## src/rtl/sbu_pkg.sv

```systemverilog
`default_nettype none
package sbu_pkg;
  // ******************************************************************
  // Timing of the bus clock.
  // ******************************************************************
  localparam int unsigned CLK_FREQ_HZ      = 20000000;
  localparam int unsigned MIN_BUS_FREQ_HZ  = 10000;
  // Longest whole bus period at the slowest legal bus rate.
  localparam int unsigned MAX_PERIOD_CYC   = CLK_FREQ_HZ / MIN_BUS_FREQ_HZ;
  // Base tick of the bus clock period, in picoseconds.
  localparam int unsigned BASE_TICK_PS     = 271000;
  localparam int unsigned CLK_PERIOD_PS    = 1000000000 / (CLK_FREQ_HZ / 1000);
  // Base tick rounded up to whole core cycles, never below one.
  localparam int unsigned TICK_CYC_RAW     =
    (BASE_TICK_PS + CLK_PERIOD_PS - 1) / CLK_PERIOD_PS;
  localparam int unsigned TICK_CYC         =
    (TICK_CYC_RAW < 1) ? 1 : TICK_CYC_RAW;
  localparam int unsigned DIV_W            = 8;
  localparam logic [7:0]  DIV_RESET        = 8'hFF;
  localparam logic [7:0]  PEC_POLY         = 8'h07;
  localparam int unsigned BIT_CNT_W        = 4;
  localparam logic [3:0]  ACK_BIT          = 4'h8;

  // ******************************************************************
  // Carriers.
  // ******************************************************************
  typedef enum logic [1:0] {
    SBU_QUICK,
    SBU_SEND,
    SBU_RECV
  } sbu_proto_t;

  typedef struct packed {
    sbu_proto_t  proto;
    logic [6:0]  addr;
    logic        rw;
    logic [7:0]  data;
    logic        add_pec;
    logic [7:0]  pec;
  } sbu_req_t;

  typedef struct packed {
    logic        done;
    logic        nack;
    logic [7:0]  rx_data;
    logic [7:0]  rx_pec;
    logic        pec_ok;
  } sbu_rsp_t;
endpackage
`default_nettype wire

```

## src/rtl/sbu_clk_sync.sv

```systemverilog
`default_nettype none
// ********************************************************************
// Bus clock generator with stretching and wired-AND synchronisation.
// ********************************************************************
module sbu_clk_sync (
  input  wire logic             core_clk,
  input  wire logic             rstn,
  input  wire logic             run,
  input  wire logic             hold_low,
  input  wire logic [7:0]       clock_divide_factor,
  input  wire logic             scl_in,
  output logic                  scl_oe,
  output logic                  rise_pulse,
  output logic                  fall_pulse,
  output logic                  scl_level
);
  localparam int unsigned CW = 20;

  logic          s1_r;
  logic          s2_r;
  logic          s3_r;
  logic [CW-1:0] cnt_r;
  logic [CW-1:0] cnt_nxt;
  logic [CW-1:0] half_cyc;
  logic          rose;
  logic          fell;
  logic          drive_nxt;

  // Half period: (factor + 1) ticks of the base rate, split low and high.
  assign half_cyc = CW'(((32'(clock_divide_factor) + 32'd1)
                   * sbu_pkg::TICK_CYC) >> 1) + CW'(1);
  assign rose = s2_r & ~s3_r;
  assign fell = ~s2_r & s3_r;

  // Counter restarts on every observed edge of the real line level.
  assign cnt_nxt = (rose | fell) ? '0 :
                   (cnt_r == half_cyc) ? cnt_r : cnt_r + CW'(1);

  // Low timed from fall, and a hold only extends a low still driven,
  // so a released clock is never pulled again before it is seen high.
  // High timed from rise and the first finisher pulls low again.
  assign drive_nxt = !run ? 1'b0 :
                     !s2_r ? ((cnt_nxt != half_cyc) |
                              (hold_low & scl_oe)) :
                     (cnt_nxt == half_cyc);

  // Two-stage synchroniser then edge history of the bus clock.
  always_ff @(posedge core_clk) begin
    if (!rstn) begin
      s1_r       <= 1'b1;
      s2_r       <= 1'b1;
      s3_r       <= 1'b1;
      cnt_r      <= '0;
      scl_oe     <= 1'b0;
      rise_pulse <= 1'b0;
      fall_pulse <= 1'b0;
      scl_level  <= 1'b1;
    end else begin
      s1_r       <= scl_in;
      s2_r       <= s1_r;
      s3_r       <= s2_r;
      cnt_r      <= cnt_nxt;
      scl_oe     <= drive_nxt;
      rise_pulse <= rose;
      fall_pulse <= fell;
      scl_level  <= s2_r;
    end
  end
endmodule
`default_nettype wire

```

## src/rtl/sbu_master.sv

```systemverilog
`default_nettype none
// Summary of operation
// Any stretching party keeps the bus clock at or above 10 kHz; the master's stretch input holds the low with no limit.
// Stretching of a low phase starts before minimum low time expires.
// Slave may stretch low during any bit, including before acknowledge.
// Slave may hold clock low between bytes after acknowledging.
// Master may stretch low between bytes or anywhere within a byte.
// Clock is driven open-drain; bus level is wired-AND of drivers.
// On falling edge each party times low, releases when done.
// After rise all time high; first finisher pulls clock low.
// Sender of last data byte appends one error code byte.
// Error code is CRC-8 over address, command, data bytes only.
// Error code polynomial is x^8 + x^2 + x + 1.
// Device passes error code bytes as data; software computes them.
// Error-code slave accepts both forms and refuses bad codes.
// Error-code slave transmitter supplies code on extra clocks.
// Correct code in capability read sets error-check-enabled flag.
// Quick command: direction bit is the command, no data byte.
// Send byte: one command byte follows address, 256 encodings.
// Receive byte: slave returns one byte, master refuses it.
// Master clock period is (divide factor + 1) times 271 ns; the code times ticks of TICK_CYC core cycles (300 ns) plus synchroniser delay.
// Acknowledge: transmitter releases data, receiver drives low.
// Intervals are timed from observed line edges, not own drive.
module sbu_master (
  input  wire logic             core_clk,
  input  wire logic             rstn,
  input  wire logic             start,
  input  wire sbu_pkg::sbu_req_t req,
  input  wire logic [7:0]       clock_divide_factor,
  input  wire logic             pec_checked,
  input  wire logic             stretch,
  input  wire logic             scl_in,
  input  wire logic             sda_in,
  output logic                  scl_out,
  output logic                  scl_oe,
  output logic                  sda_out,
  output logic                  sda_oe,
  output logic                  busy,
  output sbu_pkg::sbu_rsp_t     rsp,
  output logic                  error_check_enabled_flag
);
  // ******************************************************************
  // Transfer sequencer states.
  // ******************************************************************
  typedef enum logic [2:0] {
    ST_IDLE,
    ST_START,
    ST_BYTE,
    ST_STOP_A,
    ST_STOP_B
  } sbu_state_t;

  sbu_state_t        st_r;
  sbu_pkg::sbu_req_t req_r;
  logic [7:0]  sh_r;
  logic [3:0]  bit_r;
  logic [1:0]  idx_r;
  logic        sda_oe_r;
  logic        run_r;
  logic        busy_r;
  logic        nack_r;
  logic        d1_r;
  logic        d2_r;
  logic [7:0]  rx_r;
  logic [7:0]  rxp_r;
  logic [7:0]  crc_r;
  logic        done_r;
  logic        pef_r;
  logic        okp_r;

  logic        rise;
  logic        fall;
  logic        gen_oe;
  logic        is_read;
  logic        last_byte;
  logic        rx_phase;
  logic        ack_slot;
  logic [7:0]  next_byte;
  logic [7:0]  crc_after;
  logic        start_rw;
  logic        rx_next;
  logic        bit_last;
  logic        code_slot;

  // ******************************************************************
  // Notes on timing.
  // ******************************************************************
  // Both lines pass two flip-flops and the edge pulses one more, so
  // the sequencer sees each clock edge about three core cycles after
  // the pins show it.
  // Data changes follow an observed fall and so settle well inside the
  // low phase, which is itself timed from that same fall.
  // The stretch input can only lengthen a low phase that is still
  // being driven; once released, the clock is not pulled again until
  // it has been seen high, so no other party ever sees a double fall.
  // A refused address or byte ends the frame with a stop at the next
  // low phase, and software reads the refusal from the response.
  // The code check runs beside the transfer and only marks the
  // capability flag after a receive whose code byte matched.
  // Bytes sent after the address are taken verbatim from the request, so a code
  // byte supplied by software goes out exactly as given.

  // ******************************************************************
  // Bus clock engine.
  // ******************************************************************
  sbu_clk_sync u_clk (
    .core_clk            (core_clk),
    .rstn                (rstn),
    .run                 (run_r),
    .hold_low            (stretch),
    .clock_divide_factor (clock_divide_factor),
    .scl_in              (scl_in),
    .scl_oe              (gen_oe),
    .rise_pulse          (rise),
    .fall_pulse          (fall),
    .scl_level           ()
  );

  // One CRC-8 step of a full byte, polynomial x^8+x^2+x+1.
  function automatic logic [7:0] crc8(input logic [7:0] c,
                                      input logic [7:0] d);
    logic [7:0] r;
    r = c ^ d;
    for (int i = 0; i < 8; i++) begin
      r = r[7] ? ((r << 1) ^ sbu_pkg::PEC_POLY) : (r << 1);
    end
    return r;
  endfunction

  // ******************************************************************
  // Framing decode.
  // ******************************************************************
  assign is_read  = (req_r.proto == sbu_pkg::SBU_RECV) |
                    ((req_r.proto == sbu_pkg::SBU_QUICK) & req_r.rw);
  // Byte 0 is the address, byte 1 command or returned data, byte 2 code.
  assign last_byte = (req_r.proto == sbu_pkg::SBU_QUICK) ? 1'b1 :
                     req_r.add_pec ? (idx_r == 2'd2) : (idx_r == 2'd1);
  assign rx_phase  = (idx_r != 2'd0) &
                     (req_r.proto == sbu_pkg::SBU_RECV);
  assign ack_slot  = (bit_r == sbu_pkg::ACK_BIT);
  // Command byte and code byte come from software unchanged.
  assign next_byte = (idx_r == 2'd0) ? req_r.data :
                     req_r.pec;
  // Running code over address and data bytes only, for the flag check.
  assign crc_after = crc8(crc_r, sh_r);
  // Direction bit of the address byte for the request at the pins.
  assign start_rw  = (req.proto == sbu_pkg::SBU_RECV) |
                     ((req.proto == sbu_pkg::SBU_QUICK) & req.rw);
  // Every byte after the address comes from the slave in a receive.
  assign rx_next   = (req_r.proto == sbu_pkg::SBU_RECV);
  // Last data bit of a byte, just before the acknowledge slot.
  assign bit_last  = (bit_r == 4'h7);
  // Code byte slot, which is left out of the running code.
  assign code_slot = (idx_r == 2'd2);

  // ******************************************************************
  // Sequencer: one bit per observed low phase of the clock.
  // ******************************************************************
  always_ff @(posedge core_clk) begin
    if (!rstn) begin
      st_r     <= ST_IDLE;
      req_r    <= '0;
      sh_r     <= 8'h00;
      bit_r    <= 4'h0;
      idx_r    <= 2'd0;
      sda_oe_r <= 1'b0;
      run_r    <= 1'b0;
      busy_r   <= 1'b0;
      nack_r   <= 1'b0;
      rx_r     <= 8'h00;
      rxp_r    <= 8'h00;
      crc_r    <= 8'h00;
      done_r   <= 1'b0;
      okp_r    <= 1'b0;
    end else begin
      done_r <= 1'b0;
      unique case (st_r)
        ST_IDLE: begin
          if (start) begin
            req_r    <= req;
            sh_r     <= {req.addr, start_rw};
            sda_oe_r <= 1'b1;  // Start: data falls while clock high.
            busy_r   <= 1'b1;
            nack_r   <= 1'b0;
            idx_r    <= 2'd0;
            bit_r    <= 4'h0;
            crc_r    <= 8'h00;
            st_r     <= ST_START;
          end
        end
        ST_START: begin
          run_r <= 1'b1;
          if (fall) begin
            sda_oe_r <= ~sh_r[7];
            st_r     <= ST_BYTE;
          end
        end
        ST_BYTE: begin
          if (rise) begin
            if (ack_slot) begin
              nack_r <= d2_r & ~rx_phase;
            end else begin
              sh_r <= {sh_r[6:0], d2_r};
            end
          end else if (fall) begin
            if (ack_slot) begin
              bit_r <= 4'h0;
              if (rx_phase) begin
                if (idx_r == 2'd1) rx_r <= sh_r;
                else rxp_r <= sh_r;
              end
              crc_r <= code_slot ? crc_r : crc_after;
              okp_r <= code_slot & rx_phase & (crc_r == sh_r);
              if (last_byte | nack_r) begin
                sda_oe_r <= 1'b1;
                st_r     <= ST_STOP_A;
              end else begin
                idx_r    <= idx_r + 2'd1;
                sh_r     <= rx_next ? 8'hFF : next_byte;
                sda_oe_r <= ~rx_next & ~next_byte[7];
              end
            end else if (bit_last) begin
              bit_r <= sbu_pkg::ACK_BIT;
              // Acknowledge a returned byte unless it closes the frame.
              sda_oe_r <= rx_phase & ~last_byte;
            end else begin
              bit_r    <= bit_r + 4'h1;
              sda_oe_r <= ~rx_phase & ~sh_r[7];
            end
          end
        end
        ST_STOP_A: begin
          if (rise) st_r <= ST_STOP_B;
        end
        ST_STOP_B: begin
          run_r    <= 1'b0;
          sda_oe_r <= 1'b0;  // Stop: data rises while clock high.
          busy_r   <= 1'b0;
          done_r   <= 1'b1;
          st_r     <= ST_IDLE;
        end
        default: st_r <= ST_IDLE;
      endcase
    end
  end

  // Data line synchroniser; only the second stage is used above.
  always_ff @(posedge core_clk) begin
    if (!rstn) begin
      d1_r <= 1'b1;
      d2_r <= 1'b1;
    end else begin
      d1_r <= sda_in;
      d2_r <= d1_r;
    end
  end

  // Flag set from a good capability read or software's own check.
  always_ff @(posedge core_clk) begin
    if (!rstn) begin
      pef_r <= 1'b0;
    end else if (pec_checked | (done_r & okp_r & ~nack_r)) begin
      pef_r <= 1'b1;
    end
  end

  // ******************************************************************
  // Registered outputs.
  // ******************************************************************
  always_ff @(posedge core_clk) begin
    if (!rstn) begin
      scl_out <= 1'b0;
      scl_oe  <= 1'b0;
      sda_out <= 1'b0;
      sda_oe  <= 1'b0;
      busy    <= 1'b0;
      rsp     <= '0;
      error_check_enabled_flag <= 1'b0;
    end else begin
      scl_out <= 1'b0;
      scl_oe  <= gen_oe;
      sda_out <= 1'b0;
      sda_oe  <= sda_oe_r;
      busy    <= busy_r | start;
      rsp     <= '{done: done_r, nack: nack_r, rx_data: rx_r,
                   rx_pec: rxp_r, pec_ok: okp_r};
      error_check_enabled_flag <= pef_r;
    end
  end
endmodule
`default_nettype wire

```

## config.mk

```make
export PLATFORM = sky130hd
export DESIGN_NAME = sbu_master
export DESIGN_NICKNAME = d
export VERILOG_FILES = /design/src/rtl/sbu_pkg.sv /design/src/rtl/sbu_clk_sync.sv /design/src/rtl/sbu_master.sv
export SDC_FILE = /design/constraint.sdc
export NUM_CORES = 1
export LEC_CHECK = 0
export BUFFER_PORTS_ARGS = -buffer_cell sky130_fd_sc_hd__buf_2
export CORE_MARGIN = 4
export CORE_UTILIZATION = 37
export DETAILED_ROUTE_END_ITERATION = 8
export GPL_ROUTABILITY_DRIVEN = 0
export PLACE_DENSITY_LB_ADDON = 0.08
export SYNTH_ARGS = -nofsm -noshare
export SYNTH_HDL_FRONTEND = slang
export SYNTH_HIERARCHICAL = 1
export SYNTH_SLANG_ARGS = --single-unit
```

## constraint.sdc

```tcl
create_clock -name core_clk -period 5.77 [get_ports core_clk]
set_input_delay 1.154 -clock core_clk [delete_from_list [all_inputs] [get_ports core_clk]]
set_output_delay 1.154 -clock core_clk [all_outputs]
set_load 0.02 [all_outputs]
```

**After elaboration in Yosys (flattened, before gate mapping)**

Cells that the tools add are included.

- Register bits after elaboration: 118
- Word-level logic and storage cells: 193
- Output and inout port bits: 25
- Input bits: 42

- Eq/ne operators: 28
- Bitwise logic cells: 38
- Mux-type cells: 63
- $add $sub $neg: 5
- $mul: 1
- Reduce and logical (&&, ||, !) cells: 22

Operators with widths:

| kind | number |
|---|---|
| 8-bit two-way mux | 13 |
| 3-bit two-way mux | 15 |
| 20-bit by 1-bit adder with 20-bit output (second input constant) | 2 |
| 20-bit equality test | 2 |
| 20-bit two-way mux | 2 |
| 32-bit by 2-bit multiplier with 20-bit output (second input constant) | 1 |
| 8-bit case mux with 2 select lines | 2 |
| 6-bit AND reduction | 5 |
| 3-bit inverter | 8 |
| 4-bit two-way mux | 5 |
| 20-bit inequality test | 1 |
| 1-bit two-way mux | 14 |
| 1-bit bitwise AND | 13 |
| 2-bit inequality test (second input constant) | 6 |
| 3-bit case mux with 4 select lines | 1 |
| 4-bit AND reduction | 3 |
| 2-bit two-way mux | 5 |
| 1-bit inverter | 10 |
| 8-bit by 1-bit adder with 9-bit output (second input constant) | 1 |
| 8-bit equality test | 1 |
| 2-bit by 1-bit inequality test with 1-bit output (second input constant) | 4 |
| 4-bit case mux with 2 select lines | 1 |
| 2-bit nonzero test | 4 |
| 8-bit bitwise XOR | 1 |
| other kinds (22) | 37 |

**Longest topological paths before layout**

Gate-level depths: netlist (run 1).

- Word-level depth: 22
- Mapped depth: 18
- Depth with buffers taken out: 17

**By module**

Netlist (run 1), hierarchy kept.

Modules (own cells, without submodules):

| module | area each (µm²) | cells an instance | instances | sequential area each (µm²) |
|---|---|---|---|---|
| sbu_master | 4073.9 | 462 | 1 | 1841.8 |
| sbu_clk_sync | 2645.0 | 343 | 1 | 520.5 |

**Worst setup path before layout (run 1)**

OpenSTA, ideal clock, no wires.

- Path kind: input to register
- From: in clock_divide_factor[4]
- To: reg u_clk.scl_oe
- Required time: 5.645 ns
- Path buffers: 2
- Library setup time: 0.125 ns
- Arrival: 4.647 ns
- Slack: 0.998 ns
- Stages: 18
- Path through: and3_1 > and3_1 > and3_1 > xor2_1 > ha_1 > buf_6 > a21o_1 > a221oi_2 > o31ai_4 > xor2_1 > nor4_4 > and2_1 > buf_6 > mux2_4 > a21boi_1 > o211ai_2 > a211oi_2 > a211oi_2

- Word-level cells in the longest chain between the ends: 9
- Elaborated cells between the ends (all ways): 10
- Those cells by class: 2 x add/sub; 1 x mul; 3 x eq/ne; 3 x mux; 1 x bitwise

RTL lines:

| item | line | source |
|---|---|---|
| from (decl) | sbu_master.sv:29 | `input wire logic [7:0] clock_divide_factor,` |
| 8-bit by 1-bit adder with 9-bit output (*) | sbu_clk_sync.sv:30 | `assign half_cyc = CW'(((32'(clock_divide_factor) + 32'd1)` |
| 32-bit by 2-bit multiplier with 20-bit output (*) | sbu_clk_sync.sv:31 | `* sbu_pkg::TICK_CYC) >> 1) + CW'(1);` |
| 20-bit by 1-bit adder with 20-bit output (*) | sbu_clk_sync.sv:31 |  |
| 20-bit equality test | sbu_clk_sync.sv:37 | `(cnt_r == half_cyc) ? cnt_r : cnt_r + CW'(1);` |
| 20-bit two-way mux | sbu_clk_sync.sv:37 |  |
| 20-bit two-way mux | sbu_clk_sync.sv:36 | `assign cnt_nxt = (rose \| fell) ? '0 :` |
| 20-bit inequality test | sbu_clk_sync.sv:43 | `!s2_r ? ((cnt_nxt != half_cyc) \|` |
| 1-bit bitwise OR | sbu_clk_sync.sv:43 |  |
| 1-bit two-way mux (*) | sbu_clk_sync.sv:43 |  |
| to (signal assigned) | sbu_clk_sync.sv:63 | `scl_oe <= drive_nxt;` |
| to (decl) | sbu_clk_sync.sv:12 | `output logic scl_oe,` |

Mark *: on every way between the ends. The rest lies on a longest branch, timed or not.
A chain may end at the register's enable or synchronous reset.

**Final worst setup path (run 1)**

- From: in clock_divide_factor[2]
- To: reg u_clk.scl_oe

Same word-level chain as after synthesis.

==> results of run 1 <==
-- registers in the layout (all words and copies together), names as in the netlist, 2 cells and up --
register and flops:
bit_r 4, st_r 3, rx_r 8, req_r 19, sh_r 8, crc_r 8, u_clk/cnt_r 20, rxp_r 8
rsp 19, idx_r 2
-- cells in the mapped netlist (all sizes together), types with 5 or more instances --
master,n
dfxtp,118
nand2,89
nor2,70
a21oi,53
xnor2,47
inv,33
clkbuf,32
nand3,29
and2,28
mux2i,24
ha,22
o21ai,22
nor3,18
buf,16
xor2,15
a211oi,13
nor2b,13
or3,13
and3,12
nand4,12
nor4,11
a221oi,10
nand2b,8
a21o,6
nand3b,6
nor3b,6
a22oi,5
a31oi,5
o21bai,5
o31ai,5
-- final cells by class --
class,instances,area [µm²],area share [%]
clock buffer,17,425,5.51
clock inverter,15,169,2.19
inverter,34,128,1.65
multi-input combinational,606,4020,52.0
sequential,118,2360,30.6
tap,229,287,3.71
timing repair buffer,66,335,4.34
-- layer usage --
metal | vias up | GRT usage (%)
li1 | 2903 | -
met1 | 2740 | 23.1
met2 | 94 | 28.0
met3 | 16 | 3.62
met4 | 0 | 5.10
met5 | - | 0
-- stage by stage --
step / instance area, µm² / setup WS (ns) / power, W
after floorplan: 6720 / 0.998 / 0.00160
after global placement: 7130 / 0.628 / 0.00179
after detailed placement: 7130 / 0.494 / 0.00180
after CTS: 7720 / 0.902 / 0.00289
after global routing: 7720 / 0.581 / 0.00302
final: 7720 / 0.873 / 0.00285
-- power groups by stage --
| stage | registers, W | logic (W) | clock network (W) |
|---|---|---|---|
| after CTS | 0.000994 | 0.000793 | 0.00110 |
| after global routing | 0.00101 | 0.000884 | 0.00113 |
| final | 0.000994 | 0.000788 | 0.00107 |
| after detailed placement | 0.00101 | 0.000788 | 0 |
| after floorplan | 0.000964 | 0.000639 | 0 |
| after global placement | 0.00101 | 0.000780 | 0 |
-- cells by family (layout without fill, tap and decap cells) --
group	after synthesis	after routing	share of synthesized area, %
compound gates	157	157	16.3
xor+xnor	64	64	8.86
fa+ha+maj	23	23	4.25
buf+inv	82	132	5.21
flops	118	118	35.2
mux	28	28	4.30
other cells	1	2	0.0558
simple gates	332	332	25.9
-- critical path: cells and delay by family --
family	cells	cell delay [ns]
compound gates	8	1.70
xor+xnor	2	0.44
fa+ha+maj	1	0.37
buf+inv	1	0.12
simple gates	5	1.41
-- final timing paths --
path                                     end              startpoint  cells past startpoint
worst max register to register  u_clk/scl_oe              u_clk/s3_r                     12
worst max-delay path            u_clk/scl_oe  clock_divide_factor[2]                     17
worst min register to register          d2_r                    d1_r                      1
worst min-delay path                    d2_r                    d1_r                      1
==> impl_table.tex, run 1 <==
\begin{tabular}{lr}
\hline
Metric & Value \\
\hline
\multicolumn{2}{l}{\textbf{Routing}} \\
\quad Drt pass-1 iters & 5 \\
\quad Routed wire length on met2 & slightly above 8000 µm \\
\quad DR vias & 5753 \\
\quad Post-detailed-routing wire length & 17500 µm \\
\quad Initial detailed-routing violation count & $\sim$320 \\
\quad Average detailed-routed wire length per instance & roughly 16 µm \\
\quad Met3 WL & roughly 600 µm \\
\quad Antenna Nets Post-Route & 0 \\
\quad Highest metal layer used by the detailed router & met4 \\
\quad DRC violation count after routing & 0 \\
\quad Routed via count divided by cell count & around 5.3 \\
\quad M1 wire length & 8360 µm \\
\multicolumn{2}{l}{\textbf{Timing}} \\
\quad Final count of hold timing violations & 0 \\
\quad Maximum clock skew at final layout & approximately 0.0077 ns \\
\quad Final-report max-slew violation count & 0 \\
\quad Slew at the pin closest to its max-slew limit & between 0.9 and 1 ns \\
\quad Ratio of final minimum period to clock period & 84.9\% \\
\quad Worst slew margin relative to its limit & between 30\% and 40\% \\
\quad Shortest period the worst path allows & 4.90 ns \\
\quad Accumulated negative setup slack & 0 ns \\
\quad Number of failing setup endpoints in the final timing report & 0 \\
\quad RSZ-0062 raised after global routing & false \\
\quad Worst slack on hold paths & approximately 0.41 ns \\
\quad Maximum frequency from static timing analysis & 204 MHz \\
\multicolumn{2}{l}{\textbf{Setup path}} \\
\quad Delay of the slowest cell on the worst path & between 0.4 and 0.5 ns \\
\quad Setup slack of the most critical reg-to-reg path & 2.55 ns \\
\quad Worst endpoint data arrival time & about 5.2 ns \\
\quad Most frequent cell on the critical path & and3\_1 \\
\quad Critical path cell sequence & buf\_2, and3\_1, and3\_1, and3\_1, xor2\_1, ha\_1, a21o\_1, a221oi\_2, o31ai\_4, xor2\_1, nor4\_4, nand2\_1, a41oi\_1, a31o\_2, o211ai\_2, a211oi\_2, a211oi\_2 \\
\quad Category of the critical setup timing path & input port to flip-flop \\
\quad Worst path slowest cell & nor4\_4 \\
\quad Req. time, crit path & 6.07 ns \\
\quad Crit Path Max Fanout & 13 \\
\quad Critical Path Start Type & input port \\
\quad Type of destination of the critical path & flip-flop \\
\multicolumn{2}{l}{\textbf{Clock network}} \\
\quad TritonCTS sink count & between 100 and 150 \\
\quad TritonCTS buffer count & 17 \\
\quad Setup bufs post-CTS & 0 \\
\quad Root buffer cell & clkbuf\_16 \\
\quad Clock latency reported for the late side of the worst-skew pair & approximately 0.42 ns \\
\quad Clock-pin slew on the worst setup and hold paths & $\sim$0.06 ns \\
\quad Hold-fix buffers, CTS & 0 \\
\quad TritonCTS clock tree & done \\
\quad Number of H-tree branching levels & 4 \\
\quad Post-CTS Resized & 0 \\
\quad Largest buffer count on any clock path & 2 \\
\multicolumn{2}{l}{\textbf{Global routing}} \\
\quad Initial antenna violation count & 0 \\
\quad Maximum number of pins on one net before global-route repair & 44 \\
\quad Congestion Overflow GR & 0 \\
\quad Global-route wire length before repair & around 28000 µm \\
\quad Via count of the first global-routing pass & between 5k and 6k \\
\quad Overall fraction of global-route tracks in use & 17.2\% \\
\multicolumn{2}{l}{\textbf{Min path}} \\
\quad Worst min-delay path class & flip-flop to flip-flop \\
\multicolumn{2}{l}{\textbf{Power and ir drop}} \\
\quad IR Drop Worst-Case VDD & a little under 0.0002 V \\
\quad Internal power & 0.00186 W \\
\quad Sequential cell fraction of total power & 34.8\% \\
\quad Clk pwr share & around 38\% \\
\quad Total leakage power & about 3 nW \\
\quad Net Sw Frac & roughly a third \\
\quad Power Dens Cells & around 370 nW/µm² \\
\quad Portion of total power attributed to combinational logic & 27.6\% \\
\quad Switching pwr & between 0.0009 and 0.001 W \\
\multicolumn{2}{l}{\textbf{Run}} \\
\quad Total of max-cap violations & 0 \\
\multicolumn{2}{l}{\textbf{Logic synthesis}} \\
\quad Synthesized flop and latch total & 118 \\
\quad Post-synth top area cell & dfxtp\_1 \\
\quad Mapped Area & roughly 6700 µm² \\
\quad Post-synthesis average cell area & $\sim$8.3 µm² \\
\quad Number of synthesized flops with an enable pin & 0 \\
\quad Top cells by area, synth & dfxtp\_1 35\%, xnor2\_1 6.0\%, nand2\_1 5.0\%, ha\_1 4.1\%, a21oi\_1 3.9\% \\
\quad Synthesized netlist cell count & 805 \\
\quad Count of distinct cell types in the synthesized netlist & roughly 80 \\
\quad Fraction of registers with async set or reset after synthesis & 0\% \\
\quad Most used DFF post-synth & dfxtp\_1 \\
\quad Count of synthesis-stage warnings from yosys & 6 \\
\quad Area share of the leading cell type in the synthesized netlist & between 30\% and 40\% \\
\quad Sequential cell area fraction in the yosys report & about a third \\
\multicolumn{2}{l}{\textbf{Final layout}} \\
\quad Final-stage net count & roughly 910 \\
\quad Highest-count cells in the layout ignoring fill and taps & 118 x dfxtp\_1, 89 x nand2\_1, 69 x nor2\_1 \\
\quad Area added between synthesis and finish & 14.9\% \\
\quad Fill count & 1787 \\
\quad Antenna diode instance count & 0 \\
\quad Fraction of final layout cells with drive strength greater than 1 & between 10\% and 20\% \\
\quad Post-layout instance count excluding filler cells & around 1.1k \\
\quad Most common cell after layout, fill and taps aside & dfxtp\_1 \\
\quad Post-Route Utilization & a little over two fifths \\
\multicolumn{2}{l}{\textbf{Placement}} \\
\quad Total of buffers placed on input and output ports & 64 \\
\quad Placed cell count & 1053 \\
\quad Sum of net half-perimeters after detailed placement & between 10000 and 15000 µm \\
\multicolumn{2}{l}{\textbf{Run status}} \\
\quad Status & completed \\
\multicolumn{2}{l}{\textbf{Die}} \\
\quad Core region area & 17900 µm² \\
\quad Die boundary width & $\sim$140 µm \\
\quad Top-Level Pins & 67 \\
\quad Die extent in y & around 140 µm \\
\quad Effective utilization at floorplan & 37.5\% \\
\quad Overall die area & $\sim$20000 µm² \\
\quad Placement Rows & 49 \\
\hline
\end{tabular}
Power figures use the tool's default switching activity.
==> run 2, diff against run 1 <==
==> constraint.sdc (replaced) <==
create_clock -name core_clk -period 4.3 [get_ports core_clk]
set_input_delay 0.86 -clock core_clk [delete_from_list [all_inputs] [get_ports core_clk]]
set_output_delay 0.86 -clock core_clk [all_outputs]
set_load 0.02 [all_outputs]
==> impl_table.tex, run 2 (synthesis results as in run 1) <==
\begin{tabular}{lr}
\hline
Metric & Value \\
\hline
\multicolumn{2}{l}{\textbf{Run status}} \\
\quad Status & completed (unchanged) \\
\multicolumn{2}{l}{\textbf{Timing}} \\
\quad Maximum clock skew at final layout & 0.0155 ns (was 0.00772 ns) \\
\quad Worst slack on hold paths & 0.406 ns (was 0.413 ns) \\
\quad Slew at the pin closest to its max-slew limit & 1.11 ns (was 0.988 ns) \\
\quad Ratio of final minimum period to clock period & roughly nine tenths \\
\quad Worst slew margin relative to its limit & 25.4\% (was 33.7\%) \\
\quad Shortest period the worst path allows & 3.93 ns \\
\quad RSZ-0062 raised after global routing & false (unchanged) \\
\quad Final-report max-slew violation count & 0 (unchanged) \\
\quad Final count of hold timing violations & 0 (unchanged) \\
\quad Number of failing setup endpoints in the final timing report & 0 (unchanged) \\
\quad Maximum frequency from static timing analysis & approximately 250 MHz \\
\multicolumn{2}{l}{\textbf{Placement}} \\
\quad Total of buffers placed on input and output ports & 64 (unchanged) \\
\quad Post-detailed-placement cell area & 7360 µm² (was 7130 µm²) \\
\quad Sum of net half-perimeters after detailed placement & 12900 µm (was 12800 µm) \\
\multicolumn{2}{l}{\textbf{Final layout}} \\
\quad Number of flip-flops in the largest register & 20 (unchanged) \\
\quad Most common cell after layout, fill and taps aside & dfxtp\_1 (unchanged) \\
\quad Finished layout cell area & 7960 µm² (was 7720 µm²) \\
\quad Top Registers & u\_clk/cnt\_r: 20 flops, req\_r: 19 flops, rsp: 19 flops (unchanged) \\
\quad Highest-count cells in the layout ignoring fill and taps & 118 x dfxtp\_1, 89 x nand2\_1, 69 x nor2\_1 (unchanged) \\
\quad Area added between synthesis and finish & 18.5\% (was 14.9\%) \\
\quad Largest register by flop count & u\_clk/cnt\_r (unchanged) \\
\quad Final-stage net count & 934 (was 907) \\
\quad Fraction of final layout cells with drive strength greater than 1 & 18.3\% (was 15.1\%) \\
\quad Post-Route Utilization & 44.5\% (was 43.1\%) \\
\quad Antenna diode instance count & 0 (unchanged) \\
\multicolumn{2}{l}{\textbf{Setup path}} \\
\quad Req. time, crit path & 4.59 ns (was 6.07 ns) \\
\quad Critical Path Start Type & input port (unchanged) \\
\quad Worst r2r dst & u\_clk/scl\_oe (unchanged) \\
\quad R2R depth & 12 (unchanged) \\
\quad Worst endpoint data arrival time & 4.22 ns (was 5.19 ns) \\
\quad Type of destination of the critical path & flip-flop (unchanged) \\
\quad Crit Path Max Fanout & 7 (was 13) \\
\quad Reg2reg start & u\_clk/cnt\_r[0] (was u\_clk/s3\_r) \\
\quad Setup slack of the most critical reg-to-reg path & 1.18 ns (was 2.55 ns) \\
\quad Category of the critical setup timing path & input port to flip-flop (unchanged) \\
\multicolumn{2}{l}{\textbf{Power and ir drop}} \\
\quad Total leakage power & 3.11 nW (was 3.00 nW) \\
\quad Power Dens Cells & 482 nW/µm² (was 369 nW/µm²) \\
\quad IR Drop Worst-Case VDD & 0.000303 V (was 0.000195 V) \\
\multicolumn{2}{l}{\textbf{Min path}} \\
\quad Capture endpoint of the worst hold path & d2\_r (unchanged) \\
\quad Worst Hold Depth & 1 (unchanged) \\
\quad Worst hold start & d1\_r (unchanged) \\
\quad Worst min-delay path class & flip-flop to flip-flop (unchanged) \\
\multicolumn{2}{l}{\textbf{Routing}} \\
\quad Antenna Nets Post-Route & 0 (unchanged) \\
\quad Average detailed-routed wire length per instance & 15.7 µm (was 16.2 µm) \\
\quad Post-detailed-routing wire length & 17500 µm (about the same) \\
\quad DRC violation count after routing & 0 (unchanged) \\
\quad Drt pass-1 iters & 5 (unchanged) \\
\quad Initial detailed-routing violation count & 282 (was 319) \\
\quad DR vias & 5884 (was 5753) \\
\quad Routed via count divided by cell count & 5.29 (was 5.30) \\
\multicolumn{2}{l}{\textbf{Global routing}} \\
\quad Initial antenna violation count & 0 (unchanged) \\
\quad Via count of the first global-routing pass & 5857 (was 5486) \\
\quad Maximum number of pins on one net before global-route repair & 62 (was 44) \\
\quad Congestion Overflow GR & 0 (unchanged) \\
\quad Global-route wire length before repair & 29300 µm (was 28300 µm) \\
\quad Overall fraction of global-route tracks in use & 17.7\% (was 17.2\%) \\
\multicolumn{2}{l}{\textbf{Clock network}} \\
\quad Root buffer cell & clkbuf\_16 (unchanged) \\
\quad Clock-pin slew on the worst setup and hold paths & 0.05 ns (was 0.06 ns) \\
\quad Number of H-tree branching levels & 4 (unchanged) \\
\quad Largest buffer count on any clock path & 2 (unchanged) \\
\quad TritonCTS buffer count & 17 (unchanged) \\
\quad Setup bufs post-CTS & 0 (unchanged) \\
\quad TritonCTS clock tree & done (unchanged) \\
\quad Clock latency reported for the late side of the worst-skew pair & 0.42 ns (about the same) \\
\quad Post-CTS Resized & 0 (unchanged) \\
\quad Hold-fix buffers, CTS & 0 (unchanged) \\
\quad TritonCTS sink count & 118 (unchanged) \\
\multicolumn{2}{l}{\textbf{Die}} \\
\quad Core region area & 17900 µm² (unchanged) \\
\quad Overall die area & 20400 µm² (unchanged) \\
\quad Placement Rows & 49 (unchanged) \\
\quad Die extent in y & 143 µm (unchanged) \\
\quad Die boundary width & 143 µm (unchanged) \\
\quad Top-Level Pins & 67 (unchanged) \\
\quad Effective utilization at floorplan & 37.5\% (unchanged) \\
\multicolumn{2}{l}{\textbf{Run}} \\
\quad Total of max-cap violations & 0 (unchanged) \\
\hline
\end{tabular}
## run 2: worst max-delay path by stage
| stage | start | to | slack [ns] | cells past startpoint |
|---|---|---|---|---|
| 2_1_floorplan | clock_divide_factor[4] | u_clk/scl_oe | -0.03 | 18 |
| 3_3_place_gp | clock_divide_factor[0] | u_clk/scl_oe | 0.03 | 16 |
| 3_5_place_dp | clock_divide_factor[4] | u_clk/scl_oe | -0.03 | 17 |
| 4_1_cts | clock_divide_factor[2] | u_clk/scl_oe | 0.39 | 17 |
| 5_1_grt | clock_divide_factor[0] | u_clk/scl_oe | 0.12 | 17 |
| 6_report | clock_divide_factor[4] | u_clk/scl_oe | 0.37 | 17 |
## run 2: layout make-up
type,instances,area (µm²)
sequential,118,2360
clock inverter,15,170
inverter,34,128
clock buffer,17,425
multi-input combinational,606,4050
tap,229,287
fill,1803,9940
timing repair buffer,93,538
## run 2: worst max-delay path: stages
cell and delay (ns):
buf_2 0.09, and3_4 0.19, and3_4 0.18, and3_4 0.18, xor2_2 0.17, ha_1 0.28, a21o_1 0.22, a221oi_2 0.34
o31ai_4 0.14, xor2_2 0.20, nor4_4 0.34, nand2_1 0.23, a41oi_1 0.26, a31o_2 0.18, o211ai_2 0.12, a211oi_2 0.18
a211oi_2 0.04
## run 2: per-stage QoR
step	worst slack [ns]	TNS [ns]	power, W	cells
floorplan	-0.0349	-0.0349	0.00215	806
global placement	0.0281	0	0.00244	1080
detailed placement	-0.0252	-0.0252	0.00245	1080
CTS	0.395	0	0.00388	1112
global route	0.118	0	0.00408	1112
finish	0.369	0	0.00384	1112
## run 2: power breakdown
| part | internal (W) | leakage (nW) | total [W] | switching (W) |
|---|---|---|---|---|
| combinational | 0.000467 | 1.87 | 0.00110 | 0.000630 |
| clock | 0.000866 | 0.287 | 0.00142 | 0.000550 |
| sequential | 0.00119 | 0.959 | 0.00133 | 0.000132 |
| total | 0.00253 | 3.11 | 0.00384 | 0.00131 |
## run 2: metal layers
metal / wire length [µm] / track usage [%] / part of all wire, % / vias to the layer above
li1: - / - / - / 2961
met1: 7850 / 21.9 / 45 / 2806
met2: 8860 / 31.1 / 51 / 100
met3: 535 / 3.35 / 3.1 / 17
met4: 225 / 5.75 / 1.3 / 0
met5: 0 / 0 / 0 / -
